## src/core/ubr_map.svh

```systemverilog
// constants of the usb-uart bridge: clock figures, offsets, fields, reset values, timings
`ifndef UBR_MAP_SVH
`define UBR_MAP_SVH
`define UBR_CLK_HZ 100000000
`define UBR_CLK_PERIOD_NS (1000000000 / `UBR_CLK_HZ)
`define UBR_REF_HZ 12000000
`define UBR_REF_STEP (`UBR_REF_HZ / 1000000)
`define UBR_REF_WRAP (`UBR_CLK_HZ / 1000000)
`define UBR_DEF_RATE 19200
`define UBR_DEF_DIV (`UBR_REF_HZ / `UBR_DEF_RATE)
`define UBR_BUF_DEPTH 64
`define UBR_RTS_TRIP 63
`define UBR_CYC_PER_MS (`UBR_CLK_HZ / 1000)
`define UBR_SUSP_MS 3
`define UBR_SUSP_CYC (`UBR_SUSP_MS * `UBR_CYC_PER_MS)
`define UBR_LED_FAST_MS 100
`define UBR_LED_FAST_CYC (`UBR_LED_FAST_MS * `UBR_CYC_PER_MS)
`define UBR_LED_SLOW_MS 200
`define UBR_LED_SLOW_CYC (`UBR_LED_SLOW_MS * `UBR_CYC_PER_MS)
`define UBR_RST_FILT_NS 1000
`define UBR_RST_FILT_CYC ((`UBR_RST_FILT_NS + `UBR_CLK_PERIOD_NS - 1) / `UBR_CLK_PERIOD_NS)
`define UBR_POR_NS 500
`define UBR_POR_CYC ((`UBR_POR_NS + `UBR_CLK_PERIOD_NS - 1) / `UBR_CLK_PERIOD_NS)
`define UBR_OFS_CFG 8'h00
`define UBR_OFS_DIR 8'h04
`define UBR_OFS_OUT 8'h08
`define UBR_OFS_IN 8'h0c
`define UBR_OFS_RATE 8'h10
`define UBR_OFS_DIV 8'h14
`define UBR_OFS_STAT 8'h18
`define UBR_CFG_FLOW 0
`define UBR_CFG_SUSP_EN 1
`define UBR_CFG_USB_CONFIGURED_INDICATOR_EN 2
`define UBR_CFG_INLED_LO 3
`define UBR_CFG_OUTLED_LO 5
`define UBR_CFG_W 7
`define UBR_CFG_RST 7'h00
`define UBR_DIR_RST 8'h00
`define UBR_OUT_RST 8'h00
`endif

```

## src/core/ubr_pkg.sv

```systemverilog
// types of the usb-uart bridge
package ubr_pkg;
	typedef enum logic [1:0] {LED_OFF, LED_TOGGLE, LED_SLOW, LED_FAST} ubr_led_mode_t;
	typedef enum logic {TX_IDLE, TX_SHIFT} ubr_tx_state_t;
	typedef enum logic [1:0] {RX_IDLE, RX_START, RX_DATA, RX_STOP} ubr_rx_state_t;
endpackage

```

## src/core/ubr_bridge.sv

```systemverilog
// usb-uart bridge: uart, flow control, buffers, usb state, indicator pins and resets
`timescale 1ns/100ps
`include "ubr_map.svh"

//////////////////////////////////////////////////////////////////////////////
// Summary of operation
// - bit divisor is int(12 MHz / rate)
// - host rate request applies new divisor
// - rts low while able to receive
// - rts high at 63 waiting characters
// - cts checked just before each character
// - started character always completes
// - full receive buffer: pointer holds, last slot overwritten
// - separate 64-byte transmit and receive buffers
// - suspend signalling enters suspend
// - resume, bus reset or reset exits suspend
// - over 3 ms idle means suspend
// - suspend pin low while suspended
// - configured pin low until configured
// - configured pin low during suspend
// - in traffic: pulse low or toggle
// - out traffic: pulse low or toggle
// - eight pins individually input or output
// - held in reset while reset pin low
// - short reset glitches are filtered out
// - power-on reset pulse initialises logic
// - reset default 19200 8N1
// - rate request changes rate only
// - flow control enabled by stored bit
// - traffic indicators are active low
module ubr_bridge #(
	parameter int BUF_DEPTH = `UBR_BUF_DEPTH,
	parameter int DIV_W = 24,
	parameter int SUSP_CYC = `UBR_SUSP_CYC,
	parameter int LED_FAST_CYC = `UBR_LED_FAST_CYC,
	parameter int LED_SLOW_CYC = `UBR_LED_SLOW_CYC
) (
	input wire logic ref_clk,
	input wire logic rst_b,
	input wire logic ext_rst_b,
	input wire logic [7:0] reg_addr,
	input wire logic [31:0] reg_wdata,
	input wire logic reg_wr,
	input wire logic reg_rd,
	output logic [31:0] reg_rdata,
	input wire logic uart_rx,
	output logic uart_tx,
	input wire logic cts_n,
	output logic rts_n,
	input wire logic [7:0] usb_out_data,
	input wire logic usb_out_valid,
	output logic usb_out_ready,
	output logic [7:0] usb_in_data,
	output logic usb_in_valid,
	input wire logic usb_in_ready,
	input wire logic usb_lc_valid,
	input wire logic [31:0] usb_lc_rate,
	input wire logic usb_activity,
	input wire logic usb_resume,
	input wire logic usb_bus_reset,
	input wire logic usb_config_done,
	input wire logic host_in_msg,
	input wire logic host_out_msg,
	input wire logic [7:0] port_pin_in,
	output logic [7:0] port_pin_out,
	output logic [7:0] port_pin_oe
);
	import ubr_pkg::*;
	localparam int PW = $clog2(BUF_DEPTH);
	localparam int CW = PW + 1;
	localparam logic [CW-1:0] FULL = CW'(BUF_DEPTH);

	//////////////////////////////////////////////////////////////////////////
	// reset generation
	logic [7:0] filt_ff, nxt_filt, por_ff, nxt_por;
	logic ext_hold_ff, nxt_ext_hold, core_rst_n_ff, nxt_core_rst_n;

	// glitch filter needs a full window of low before holding reset
	always_comb
	begin
		nxt_filt = 8'h00;
		nxt_ext_hold = 1'b0;
		nxt_por = por_ff;
		if (!ext_rst_b)
		begin
			nxt_filt = (filt_ff == 8'(`UBR_RST_FILT_CYC)) ? filt_ff : filt_ff + 8'h01;
			nxt_ext_hold = (filt_ff == 8'(`UBR_RST_FILT_CYC));
		end
		if (por_ff != 8'(`UBR_POR_CYC))
			nxt_por = por_ff + 8'h01;
		nxt_core_rst_n = (por_ff == 8'(`UBR_POR_CYC)) && !nxt_ext_hold;
	end

	always_ff @(posedge ref_clk or negedge rst_b)
	begin
		if (!rst_b)
		begin
			filt_ff <= 8'h00;
			ext_hold_ff <= 1'b0;
			por_ff <= 8'h00;
			core_rst_n_ff <= 1'b0;
		end
		else
		begin
			filt_ff <= nxt_filt;
			ext_hold_ff <= nxt_ext_hold;
			por_ff <= nxt_por;
			core_rst_n_ff <= nxt_core_rst_n;
		end
	end

	//////////////////////////////////////////////////////////////////////////
	// register file and rate divider
	logic [`UBR_CFG_W-1:0] cfg_ff, nxt_cfg;
	logic [7:0] dir_ff, nxt_dir, gout_ff, nxt_gout;
	logic [31:0] rdata_ff, nxt_rdata, rate_ff, nxt_rate, rem_ff, nxt_rem;
	logic [DIV_W-1:0] div_ff, nxt_div, dvd_ff, nxt_dvd, quo_ff, nxt_quo;
	logic [4:0] step_ff, nxt_step;
	logic busy_ff, nxt_busy, flow_en;
	logic [31:0] rem_sh;
	logic susp_ff, cfgd_ff;
	logic [CW-1:0] rxb_cnt_ff, txb_cnt_ff;

	assign flow_en = cfg_ff[`UBR_CFG_FLOW];
	assign rem_sh = {rem_ff[30:0], dvd_ff[DIV_W-1]};

	// writes, reads and the restoring divider for the bit divisor
	always_comb
	begin
		nxt_cfg = cfg_ff;
		nxt_dir = dir_ff;
		nxt_gout = gout_ff;
		nxt_rate = rate_ff;
		nxt_rem = rem_ff;
		nxt_dvd = dvd_ff;
		nxt_quo = quo_ff;
		nxt_step = step_ff;
		nxt_busy = busy_ff;
		nxt_div = div_ff;
		nxt_rdata = 32'h0000_0000;
		if (reg_wr && reg_addr == `UBR_OFS_CFG)
			nxt_cfg = reg_wdata[`UBR_CFG_W-1:0];
		else if (reg_wr && reg_addr == `UBR_OFS_DIR)
			nxt_dir = reg_wdata[7:0];
		else if (reg_wr && reg_addr == `UBR_OFS_OUT)
			nxt_gout = reg_wdata[7:0];
		// host or software rate request; nothing but rate changes
		if (usb_lc_valid && usb_lc_rate != 32'h0000_0000)
			nxt_rate = usb_lc_rate;
		else if (reg_wr && reg_addr == `UBR_OFS_RATE && reg_wdata != 32'h0000_0000)
			nxt_rate = reg_wdata;
		if (nxt_rate != rate_ff)
		begin
			nxt_busy = 1'b1;
			nxt_step = 5'h00;
			nxt_rem = 32'h0000_0000;
			nxt_quo = '0;
			nxt_dvd = DIV_W'(`UBR_REF_HZ);
		end
		// truncating division, one quotient bit a cycle
		else if (busy_ff)
		begin
			nxt_dvd = {dvd_ff[DIV_W-2:0], 1'b0};
			nxt_rem = (rem_sh >= rate_ff) ? rem_sh - rate_ff : rem_sh;
			nxt_quo = {quo_ff[DIV_W-2:0], rem_sh >= rate_ff};
			nxt_step = step_ff + 5'h01;
			if (step_ff == 5'(DIV_W - 1))
			begin
				nxt_busy = 1'b0;
				nxt_div = (nxt_quo == '0) ? DIV_W'(1) : nxt_quo;
			end
		end
		// unmapped addresses read as zero
		if (reg_rd && reg_addr == `UBR_OFS_CFG)
			nxt_rdata = 32'(cfg_ff);
		else if (reg_rd && reg_addr == `UBR_OFS_DIR)
			nxt_rdata = {24'h00_0000, dir_ff};
		else if (reg_rd && reg_addr == `UBR_OFS_OUT)
			nxt_rdata = {24'h00_0000, gout_ff};
		else if (reg_rd && reg_addr == `UBR_OFS_IN)
			nxt_rdata = {24'h00_0000, port_pin_in};
		else if (reg_rd && reg_addr == `UBR_OFS_RATE)
			nxt_rdata = rate_ff;
		else if (reg_rd && reg_addr == `UBR_OFS_DIV)
			nxt_rdata = 32'(div_ff);
		else if (reg_rd && reg_addr == `UBR_OFS_STAT)
			nxt_rdata = {7'h00, busy_ff, 8'(txb_cnt_ff), 8'(rxb_cnt_ff), 6'h00, cfgd_ff, susp_ff};
	end

	always_ff @(posedge ref_clk or negedge core_rst_n_ff)
	begin
		if (!core_rst_n_ff)
		begin
			cfg_ff <= `UBR_CFG_RST;
			dir_ff <= `UBR_DIR_RST;
			gout_ff <= `UBR_OUT_RST;
			rdata_ff <= 32'h0000_0000;
			rate_ff <= 32'(`UBR_DEF_RATE);
			div_ff <= DIV_W'(`UBR_DEF_DIV);
			rem_ff <= 32'h0000_0000;
			dvd_ff <= '0;
			quo_ff <= '0;
			step_ff <= 5'h00;
			busy_ff <= 1'b0;
		end
		else
		begin
			cfg_ff <= nxt_cfg;
			dir_ff <= nxt_dir;
			gout_ff <= nxt_gout;
			rdata_ff <= nxt_rdata;
			rate_ff <= nxt_rate;
			div_ff <= nxt_div;
			rem_ff <= nxt_rem;
			dvd_ff <= nxt_dvd;
			quo_ff <= nxt_quo;
			step_ff <= nxt_step;
			busy_ff <= nxt_busy;
		end
	end

	//////////////////////////////////////////////////////////////////////////
	// 12 MHz enable and uart engines
	logic [6:0] acc_ff, nxt_acc;
	logic ref_tick;
	ubr_tx_state_t tx_st_ff, nxt_tx_st;
	ubr_rx_state_t rx_st_ff, nxt_rx_st;
	logic [9:0] tx_sh_ff, nxt_tx_sh;
	logic [3:0] tx_bit_ff, nxt_tx_bit, rx_bit_ff, nxt_rx_bit;
	logic [DIV_W-1:0] tx_cnt_ff, nxt_tx_cnt, rx_cnt_ff, nxt_rx_cnt;
	logic [7:0] rx_sh_ff, nxt_rx_sh;
	logic [7:0] txb_mem [BUF_DEPTH];
	logic [PW-1:0] txb_rp_ff;
	logic tx_pop, rx_push;

	// fractional accumulator: 12 ticks per 100 clocks, exact on average
	assign ref_tick = (acc_ff + 7'(`UBR_REF_STEP)) >= 7'(`UBR_REF_WRAP);
	assign nxt_acc = ref_tick ? acc_ff + 7'(`UBR_REF_STEP) - 7'(`UBR_REF_WRAP) :
		acc_ff + 7'(`UBR_REF_STEP);

	// transmitter
	always_comb
	begin
		nxt_tx_st = tx_st_ff;
		nxt_tx_sh = tx_sh_ff;
		nxt_tx_bit = tx_bit_ff;
		nxt_tx_cnt = tx_cnt_ff;
		tx_pop = 1'b0;
		case (tx_st_ff)
			TX_IDLE:
				// cts sampled right before loading; ignored with flow off
				if (txb_cnt_ff != '0 && (!flow_en || !cts_n))
				begin
					tx_pop = 1'b1;
					nxt_tx_sh = {1'b1, txb_mem[txb_rp_ff], 1'b0};
					nxt_tx_st = TX_SHIFT;
					nxt_tx_cnt = '0;
					nxt_tx_bit = 4'h0;
				end
			TX_SHIFT:
				// no look at cts once started
				if (ref_tick && tx_cnt_ff == div_ff - DIV_W'(1))
				begin
					nxt_tx_cnt = '0;
					nxt_tx_sh = {1'b1, tx_sh_ff[9:1]};
					nxt_tx_bit = tx_bit_ff + 4'h1;
					if (tx_bit_ff == 4'h9)
						nxt_tx_st = TX_IDLE;
				end
				else if (ref_tick)
					nxt_tx_cnt = tx_cnt_ff + DIV_W'(1);
			default:
				nxt_tx_st = TX_IDLE;
		endcase
	end

	// receiver: checks start at half a bit, then samples each bit centre
	always_comb
	begin
		nxt_rx_st = rx_st_ff;
		nxt_rx_sh = rx_sh_ff;
		nxt_rx_bit = rx_bit_ff;
		nxt_rx_cnt = (ref_tick && rx_st_ff != RX_IDLE) ? rx_cnt_ff + DIV_W'(1) : rx_cnt_ff;
		rx_push = 1'b0;
		case (rx_st_ff)
			RX_IDLE:
				if (!uart_rx)
				begin
					nxt_rx_st = RX_START;
					nxt_rx_cnt = '0;
				end
			RX_START:
				if (ref_tick && rx_cnt_ff == (div_ff >> 1))
				begin
					nxt_rx_cnt = '0;
					nxt_rx_bit = 4'h0;
					nxt_rx_st = uart_rx ? RX_IDLE : RX_DATA;
				end
			RX_DATA:
				if (ref_tick && rx_cnt_ff == div_ff - DIV_W'(1))
				begin
					nxt_rx_cnt = '0;
					nxt_rx_sh = {uart_rx, rx_sh_ff[7:1]};
					nxt_rx_bit = rx_bit_ff + 4'h1;
					if (rx_bit_ff == 4'h7)
						nxt_rx_st = RX_STOP;
				end
			RX_STOP:
				// a character with a low stop bit is dropped as a framing error
				if (ref_tick && rx_cnt_ff == div_ff - DIV_W'(1))
				begin
					rx_push = uart_rx;
					nxt_rx_st = RX_IDLE;
				end
			default:
				nxt_rx_st = RX_IDLE;
		endcase
	end

	always_ff @(posedge ref_clk or negedge core_rst_n_ff)
	begin
		if (!core_rst_n_ff)
		begin
			acc_ff <= 7'h00;
			tx_st_ff <= TX_IDLE;
			tx_sh_ff <= 10'h3ff;
			tx_bit_ff <= 4'h0;
			tx_cnt_ff <= '0;
			rx_st_ff <= RX_IDLE;
			rx_sh_ff <= 8'h00;
			rx_bit_ff <= 4'h0;
			rx_cnt_ff <= '0;
		end
		else
		begin
			acc_ff <= nxt_acc;
			tx_st_ff <= nxt_tx_st;
			tx_sh_ff <= nxt_tx_sh;
			tx_bit_ff <= nxt_tx_bit;
			tx_cnt_ff <= nxt_tx_cnt;
			rx_st_ff <= nxt_rx_st;
			rx_sh_ff <= nxt_rx_sh;
			rx_bit_ff <= nxt_rx_bit;
			rx_cnt_ff <= nxt_rx_cnt;
		end
	end

	//////////////////////////////////////////////////////////////////////////
	// transmit and receive character buffers
	logic [7:0] rxb_mem [BUF_DEPTH];
	logic [PW-1:0] txb_wp_ff, nxt_txb_wp, nxt_txb_rp, rxb_wp_ff, nxt_rxb_wp;
	logic [PW-1:0] rxb_rp_ff, nxt_rxb_rp, rxb_waddr;
	logic [CW-1:0] nxt_txb_cnt, nxt_rxb_cnt;
	logic out_rdy_ff, nxt_out_rdy, in_vld_ff, nxt_in_vld, rts_n_ff, nxt_rts_n;
	logic [7:0] in_dat_ff, nxt_in_dat;
	logic txb_push, rxb_pop, rxb_we;

	always_comb
	begin
		txb_push = usb_out_valid && out_rdy_ff;
		nxt_txb_wp = txb_wp_ff + PW'(txb_push);
		nxt_txb_rp = txb_rp_ff + PW'(tx_pop);
		nxt_txb_cnt = txb_cnt_ff + CW'(txb_push) - CW'(tx_pop);
		// ready is honest: it looks at the count after this cycle
		nxt_out_rdy = nxt_txb_cnt != FULL;
		rxb_pop = rxb_cnt_ff != '0 && (!in_vld_ff || usb_in_ready);
		nxt_in_vld = rxb_pop ? 1'b1 : (in_vld_ff && !usb_in_ready);
		nxt_in_dat = rxb_pop ? rxb_mem[rxb_rp_ff] : in_dat_ff;
		nxt_rxb_rp = rxb_rp_ff + PW'(rxb_pop);
		rxb_we = rx_push;
		rxb_waddr = rxb_wp_ff;
		nxt_rxb_wp = rxb_wp_ff;
		nxt_rxb_cnt = rxb_cnt_ff - CW'(rxb_pop);
		// when full the pointer holds and the last slot is overwritten
		if (rx_push && (rxb_cnt_ff != FULL || rxb_pop))
		begin
			nxt_rxb_wp = rxb_wp_ff + PW'(1);
			nxt_rxb_cnt = rxb_cnt_ff;
			if (!rxb_pop)
				nxt_rxb_cnt = rxb_cnt_ff + CW'(1);
		end
		else if (rx_push)
			rxb_waddr = rxb_wp_ff - PW'(1);
		// rts low while room, high at the trip point
		nxt_rts_n = nxt_cfg[`UBR_CFG_FLOW] && nxt_rxb_cnt >= CW'(`UBR_RTS_TRIP);
	end

	// buffer storage carries no reset: contents only matter behind the counts
	always_ff @(posedge ref_clk)
	begin
		if (txb_push)
			txb_mem[txb_wp_ff] <= usb_out_data;
		if (rxb_we)
			rxb_mem[rxb_waddr] <= rx_sh_ff;
	end

	always_ff @(posedge ref_clk or negedge core_rst_n_ff)
	begin
		if (!core_rst_n_ff)
		begin
			txb_wp_ff <= '0;
			txb_rp_ff <= '0;
			txb_cnt_ff <= '0;
			out_rdy_ff <= 1'b0;
			rxb_wp_ff <= '0;
			rxb_rp_ff <= '0;
			rxb_cnt_ff <= '0;
			in_vld_ff <= 1'b0;
			in_dat_ff <= 8'h00;
			rts_n_ff <= 1'b0;
		end
		else
		begin
			txb_wp_ff <= nxt_txb_wp;
			txb_rp_ff <= nxt_txb_rp;
			txb_cnt_ff <= nxt_txb_cnt;
			out_rdy_ff <= nxt_out_rdy;
			rxb_wp_ff <= nxt_rxb_wp;
			rxb_rp_ff <= nxt_rxb_rp;
			rxb_cnt_ff <= nxt_rxb_cnt;
			in_vld_ff <= nxt_in_vld;
			in_dat_ff <= nxt_in_dat;
			rts_n_ff <= nxt_rts_n;
		end
	end

	//////////////////////////////////////////////////////////////////////////
	// usb state, traffic indicators and port pins
	logic [31:0] idle_ff, nxt_idle;
	logic nxt_susp, nxt_cfgd;
	logic [1:0] lvl_ff, nxt_lvl;
	logic [31:0] led_ff [2];
	logic [31:0] nxt_led [2];
	logic [7:0] pin_out_ff, nxt_pin_out, pin_oe_ff, nxt_pin_oe;
	logic [1:0] msg;
	ubr_led_mode_t mode [2];

	assign msg = {host_out_msg, host_in_msg};
	assign mode[0] = ubr_led_mode_t'(cfg_ff[`UBR_CFG_INLED_LO +: 2]);
	assign mode[1] = ubr_led_mode_t'(cfg_ff[`UBR_CFG_OUTLED_LO +: 2]);

	always_comb
	begin
		nxt_idle = idle_ff;
		nxt_susp = susp_ff;
		nxt_cfgd = cfgd_ff;
		// idle for 3 ms is suspend signalling
		if (usb_activity || usb_resume || usb_bus_reset)
			nxt_idle = 32'h0000_0000;
		else if (!susp_ff && idle_ff == 32'(SUSP_CYC - 1))
			nxt_susp = 1'b1;
		else if (!susp_ff)
			nxt_idle = idle_ff + 32'h0000_0001;
		// resume or bus reset leaves suspend
		if (usb_resume || usb_bus_reset)
			nxt_susp = 1'b0;
		// configured only after the host says so; a same-cycle set wins
		if (usb_config_done)
			nxt_cfgd = 1'b1;
		else if (usb_bus_reset)
			nxt_cfgd = 1'b0;
		// pulse low for the chosen time, or toggle per message
		for (int i = 0; i < 2; i++)
		begin
			nxt_led[i] = (led_ff[i] != 32'h0000_0000) ? led_ff[i] - 32'h0000_0001 : led_ff[i];
			nxt_lvl[i] = lvl_ff[i];
			if (msg[i] && mode[i] == LED_TOGGLE)
				nxt_lvl[i] = !lvl_ff[i];
			else if (msg[i] && mode[i] == LED_SLOW)
				nxt_led[i] = 32'(LED_SLOW_CYC);
			else if (msg[i] && mode[i] == LED_FAST)
				nxt_led[i] = 32'(LED_FAST_CYC);
			if (mode[i] != LED_TOGGLE)
				nxt_lvl[i] = (nxt_led[i] == 32'h0000_0000);
		end
		// pins follow direction unless taken by an indicator
		nxt_pin_oe = dir_ff;
		nxt_pin_out = gout_ff;
		if (cfg_ff[`UBR_CFG_SUSP_EN])
		begin
			nxt_pin_oe[0] = 1'b1;
			nxt_pin_out[0] = !nxt_susp;
		end
		if (cfg_ff[`UBR_CFG_USB_CONFIGURED_INDICATOR_EN])
		begin
			nxt_pin_oe[1] = 1'b1;
			nxt_pin_out[1] = nxt_cfgd && !nxt_susp;
		end
		// active-low traffic indicators on pins 6 and 7
		if (mode[0] != LED_OFF)
		begin
			nxt_pin_oe[6] = 1'b1;
			nxt_pin_out[6] = nxt_lvl[0];
		end
		if (mode[1] != LED_OFF)
		begin
			nxt_pin_oe[7] = 1'b1;
			nxt_pin_out[7] = nxt_lvl[1];
		end
	end

	always_ff @(posedge ref_clk or negedge core_rst_n_ff)
	begin
		if (!core_rst_n_ff)
		begin
			idle_ff <= 32'h0000_0000;
			susp_ff <= 1'b0;
			cfgd_ff <= 1'b0;
			lvl_ff <= 2'h3;
			led_ff[0] <= 32'h0000_0000;
			led_ff[1] <= 32'h0000_0000;
			pin_out_ff <= 8'h00;
			pin_oe_ff <= 8'h00;
		end
		else
		begin
			idle_ff <= nxt_idle;
			susp_ff <= nxt_susp;
			cfgd_ff <= nxt_cfgd;
			lvl_ff <= nxt_lvl;
			led_ff[0] <= nxt_led[0];
			led_ff[1] <= nxt_led[1];
			pin_out_ff <= nxt_pin_out;
			pin_oe_ff <= nxt_pin_oe;
		end
	end

	//////////////////////////////////////////////////////////////////////////
	// outputs straight from flip-flops
	assign reg_rdata = rdata_ff;
	assign uart_tx = tx_sh_ff[0];
	assign rts_n = rts_n_ff;
	assign usb_out_ready = out_rdy_ff;
	assign usb_in_valid = in_vld_ff;
	assign usb_in_data = in_dat_ff;
	assign port_pin_out = pin_out_ff;
	assign port_pin_oe = pin_oe_ff;
endmodule

```

## config.mk

```make
export PLATFORM = sky130hd
export DESIGN_NAME = ubr_bridge
export DESIGN_NICKNAME = d
export VERILOG_FILES = /design/src/core/ubr_pkg.sv /design/src/core/ubr_bridge.sv
export VERILOG_INCLUDE_DIRS = /design/src /design/src/core
export SDC_FILE = /design/constraint.sdc
export NUM_CORES = 2
export LEC_CHECK = 0
export BUFFER_PORTS_ARGS = -buffer_cell sky130_fd_sc_hd__buf_4
export CORE_MARGIN = 4
export CORE_UTILIZATION = 50
export DETAILED_ROUTE_END_ITERATION = 8
export HOLD_SLACK_MARGIN = 0.08
export PLACE_DENSITY = 0.66
export SLEW_MARGIN = 25
export SYNTH_ARGS = -nofsm -noshare
export SYNTH_HDL_FRONTEND = slang
export SYNTH_SLANG_ARGS = --single-unit
```

## constraint.sdc

```tcl
create_clock -name ref_clk -period 12.4 [get_ports ref_clk]
set_input_delay 0.62 -clock ref_clk [delete_from_list [all_inputs] [get_ports ref_clk]]
set_output_delay 0.62 -clock ref_clk [all_outputs]
set_load 0.05 [all_outputs]
```

==> qor.yml <==
cp-start-kind: "register"
cp_data_arrival_time_ps: 6110
cp_slowest_cell: "nor4_1"
tightest_slew_ps: 1060
clkTransAtPathRegs_ps: 60
status: "completed"
synth_area_leaders: "edfxtp_1 47%, dfrtp_1 17%, mux4_2 12%"
rows: 132
setup_viol: 0
area_growth_pct: 12.8
whs_endpoint: "rate_ff[19]"
grt_max_degree: 177
synthArstFlopShare_pct: 30.5
setup-tns-final_ps: 0
regArea_sq_um: 42100
cts_tree: "built"
total_power_mw: 11.5
drc: 0
met3_usage_pct: 4.06
multi_input_area_sq_um: 21700
hold_path_class: "in2reg"
final_common_cell: "edfxtp_1"
synth_cell_type_count: 94
r2r-end: "rxb_mem[27][0]"
worstSetupPathType: "reg2reg"
rsz0062_at_grt: "no"
post-cts-setup-buffer-count: 0
grt_util_all_layers_pct: 23.4
core_sq_um: 129000
max_cap_violations: 0
powerDensity_nw_per_um2: 157
antenna_found_initial: 5
synth_top_area_cell: "edfxtp_1"
mostFrequentLayoutCells: "1,024 x edfxtp_1, 482 x nor2_1, 414 x dfrtp_1, 336 x mux4_2, 200 x buf_4"
ys_warn_count: 0
cts_buffers: 155
grtUsageMet2_pct: 37.9
synth_area_per_cell_sq_um: 14.9
overflow: 0
busiest_layer: "met2"
r2r_setup_slack_ps: 6670
finalCritPeriodShare_pct: 46.2
use_met1_pct: 32.9
drive_above_1_share_pct: 19.6
grt_pass1_wl_microns: 242000
finalNetCount: 4702
finalMaxSlewViolations: 0
reg2reg_from: "div_ff[3]"
syn-cell-area_sq_um: 65000
cts_max_level: 4
cts.sinks: 1474
boundaryPins: 164
wl_per_cell_microns: 24.7
syn_nets: 4536
post-route-min-period_ps: 5730
dr_total_vias: 38328
yosysSeqAreaShare_pct: 64.7
io_buffers: 163
die_x_microns: 369
root_buffer: "clkbuf_16"
p_leak_nw: 28.0
dominantRegCellSynth: "edfxtp_1"
peakVddDrop_uv: 145
cp_max_fo: 9
worstPathBufferInverterCount: 0
hpwl_microns: 103000
num-fill-cells: 10124
fp.dieH_microns: 369
drt-pass1-iter-count: 9
drt-initial-drc-count: 3897
start_util_pct: 50.3
clk_latency_ps: 790
cts_resized: 0
syn_inst: 4358
dieArea_sq_um: 136000
synth-seq-cells: 1474
path_cells: "nor4_1 > and3_1 > or3b_2 > nand4_1 > a2111oi_0 > nand3_2 > or2_1 > nor3_1 > nand2_1 > nor2_1"
synth_top_area_share_pct: 47.3
required_ps: 12780
synth-edff-count: 1024
clock_skew_ps: 49.6
max_slew_margin_pct: 29.0
hold_viol: 0
endpoint_kind: "register"
vias_per_cell: 6.00
critPathTopFamily: "simple AND/OR/NAND/NOR gates"
place.gp.congestion: 0.900
grt_pass1_vias: 38157
hold_buffers: 33
max_freq_ghz: 0.174
hold-path-cell-count: 3
r2r_cells: 10
max_stage_delay_ps: 870
wl_microns: 158000
clock_path_buffers: 3
hp-start: "usb_lc_rate[19]"
ant_nets: 0
power breakdown:
part	internal, mW	leakage, nW	switching (mW)
clock network	2.69	2.46	1.94
logic	0.506	9.12	0.637
registers	5.44	16.4	0.272
worst min-delay path, cell delays in order:
cell     delay, ps
buf_4          110
nor2_1          50
a21oi_1        110
flip-flops by register name (all words and copies together), names as in the netlist, 8 cells and up, named ones only:
signal        cells
por_ff            8
dvd_ff           16
port_pin_oe       8
tx_sh_ff          9
tx_cnt_ff        24
gout_ff           8
rx_cnt_ff        24
port_pin_out      8
rxb_mem         512
div_ff           24
dir_ff            8
txb_mem         512
led_ff           64
filt_ff           8
idle_ff          32
rate_ff          32
reg_rdata        32
quo_ff           23
usb_in_data       8
rem_ff           31
rx_sh_ff          8
cell type report:
class	count	share of cell area, %
clock inverter	82	1.21
antenna	3	0.0102
timing repair buffer	237	2.60
clock buffer	198	5.69
multi-input combinational	2545	29.6
tap	1742	2.97
inverter	111	0.568
sequential	1474	57.4
logic make-up after synthesis:
group	after synthesis	synth area share [%]
AND/OR/NAND/NOR	1191	8.90
buffers and inverters	339	2.02
adder cells (fa/ha/maj)	74	1.45
multiplexers	455	13.6
XOR/XNOR	297	4.07
flip-flops	1474	64.7
AO/OA/AOI/OAI	528	5.29
worst max-delay path by stage:
stage                             start  cells past startpoint                    endpoint
after global placement     reg_wdata[8]                     13                   div_ff[2]
after CTS                     div_ff[3]                     10              rxb_mem[27][0]
after floorplan           core_rst_n_ff                      0  asynchronous set/reset pin
after global routing          div_ff[3]                     10              rxb_mem[27][0]
final                         div_ff[3]                     10              rxb_mem[27][0]
after detailed placement      div_ff[3]                     10              rxb_mem[17][0]
per-layer routing:
layer | vias up | part of all wire [%]
met4 | 2 | 2.5
met1 | 19683 | 42
met3 | 255 | 6.3
li1 | 17033 | -
met2 | 1355 | 49
met5 | - | 0.0057
cell usage after synthesis (22+ instances only):
cell type and instances:
a211oi_1 34, nor2_1 484, o21ai_0 122, nand2b_1 22
nor4_1 62, mux2_2 59, nand4_1 60, a31oi_1 29
ha_1 72, mux4_2 336, xnor2_1 151, nor3_1 77
nand3_1 86, dfrtp_1 430, clkbuf_1 161, inv_1 109
xor2_1 143, nand2_1 187, and3_1 34, or3_1 31
mux2i_1 59, a21o_1 23, edfxtp_1 1024, nor2b_1 32
a21oi_1 155, buf_1 52
metrics by stage:
stage / setup WS, ps / cell area, sq um / hold WS, ps / util (%) / cells
2_1_floorplan: 5330 / 65000 / 324 / - / 4358
3_3_place_gp: 6840 / 67900 / 400 / 52.5 / 6075
3_5_place_dp: 6770 / 67900 / 404 / 52.5 / 6075
4_1_cts: 6720 / 73300 / 80.7 / 56.7 / 6388
5_1_grt: 6400 / 73400 / 126 / 56.7 / 6392
6_report: 6670 / 73400 / 146 / 56.7 / 6392
Power figures use the tool's default switching activity.
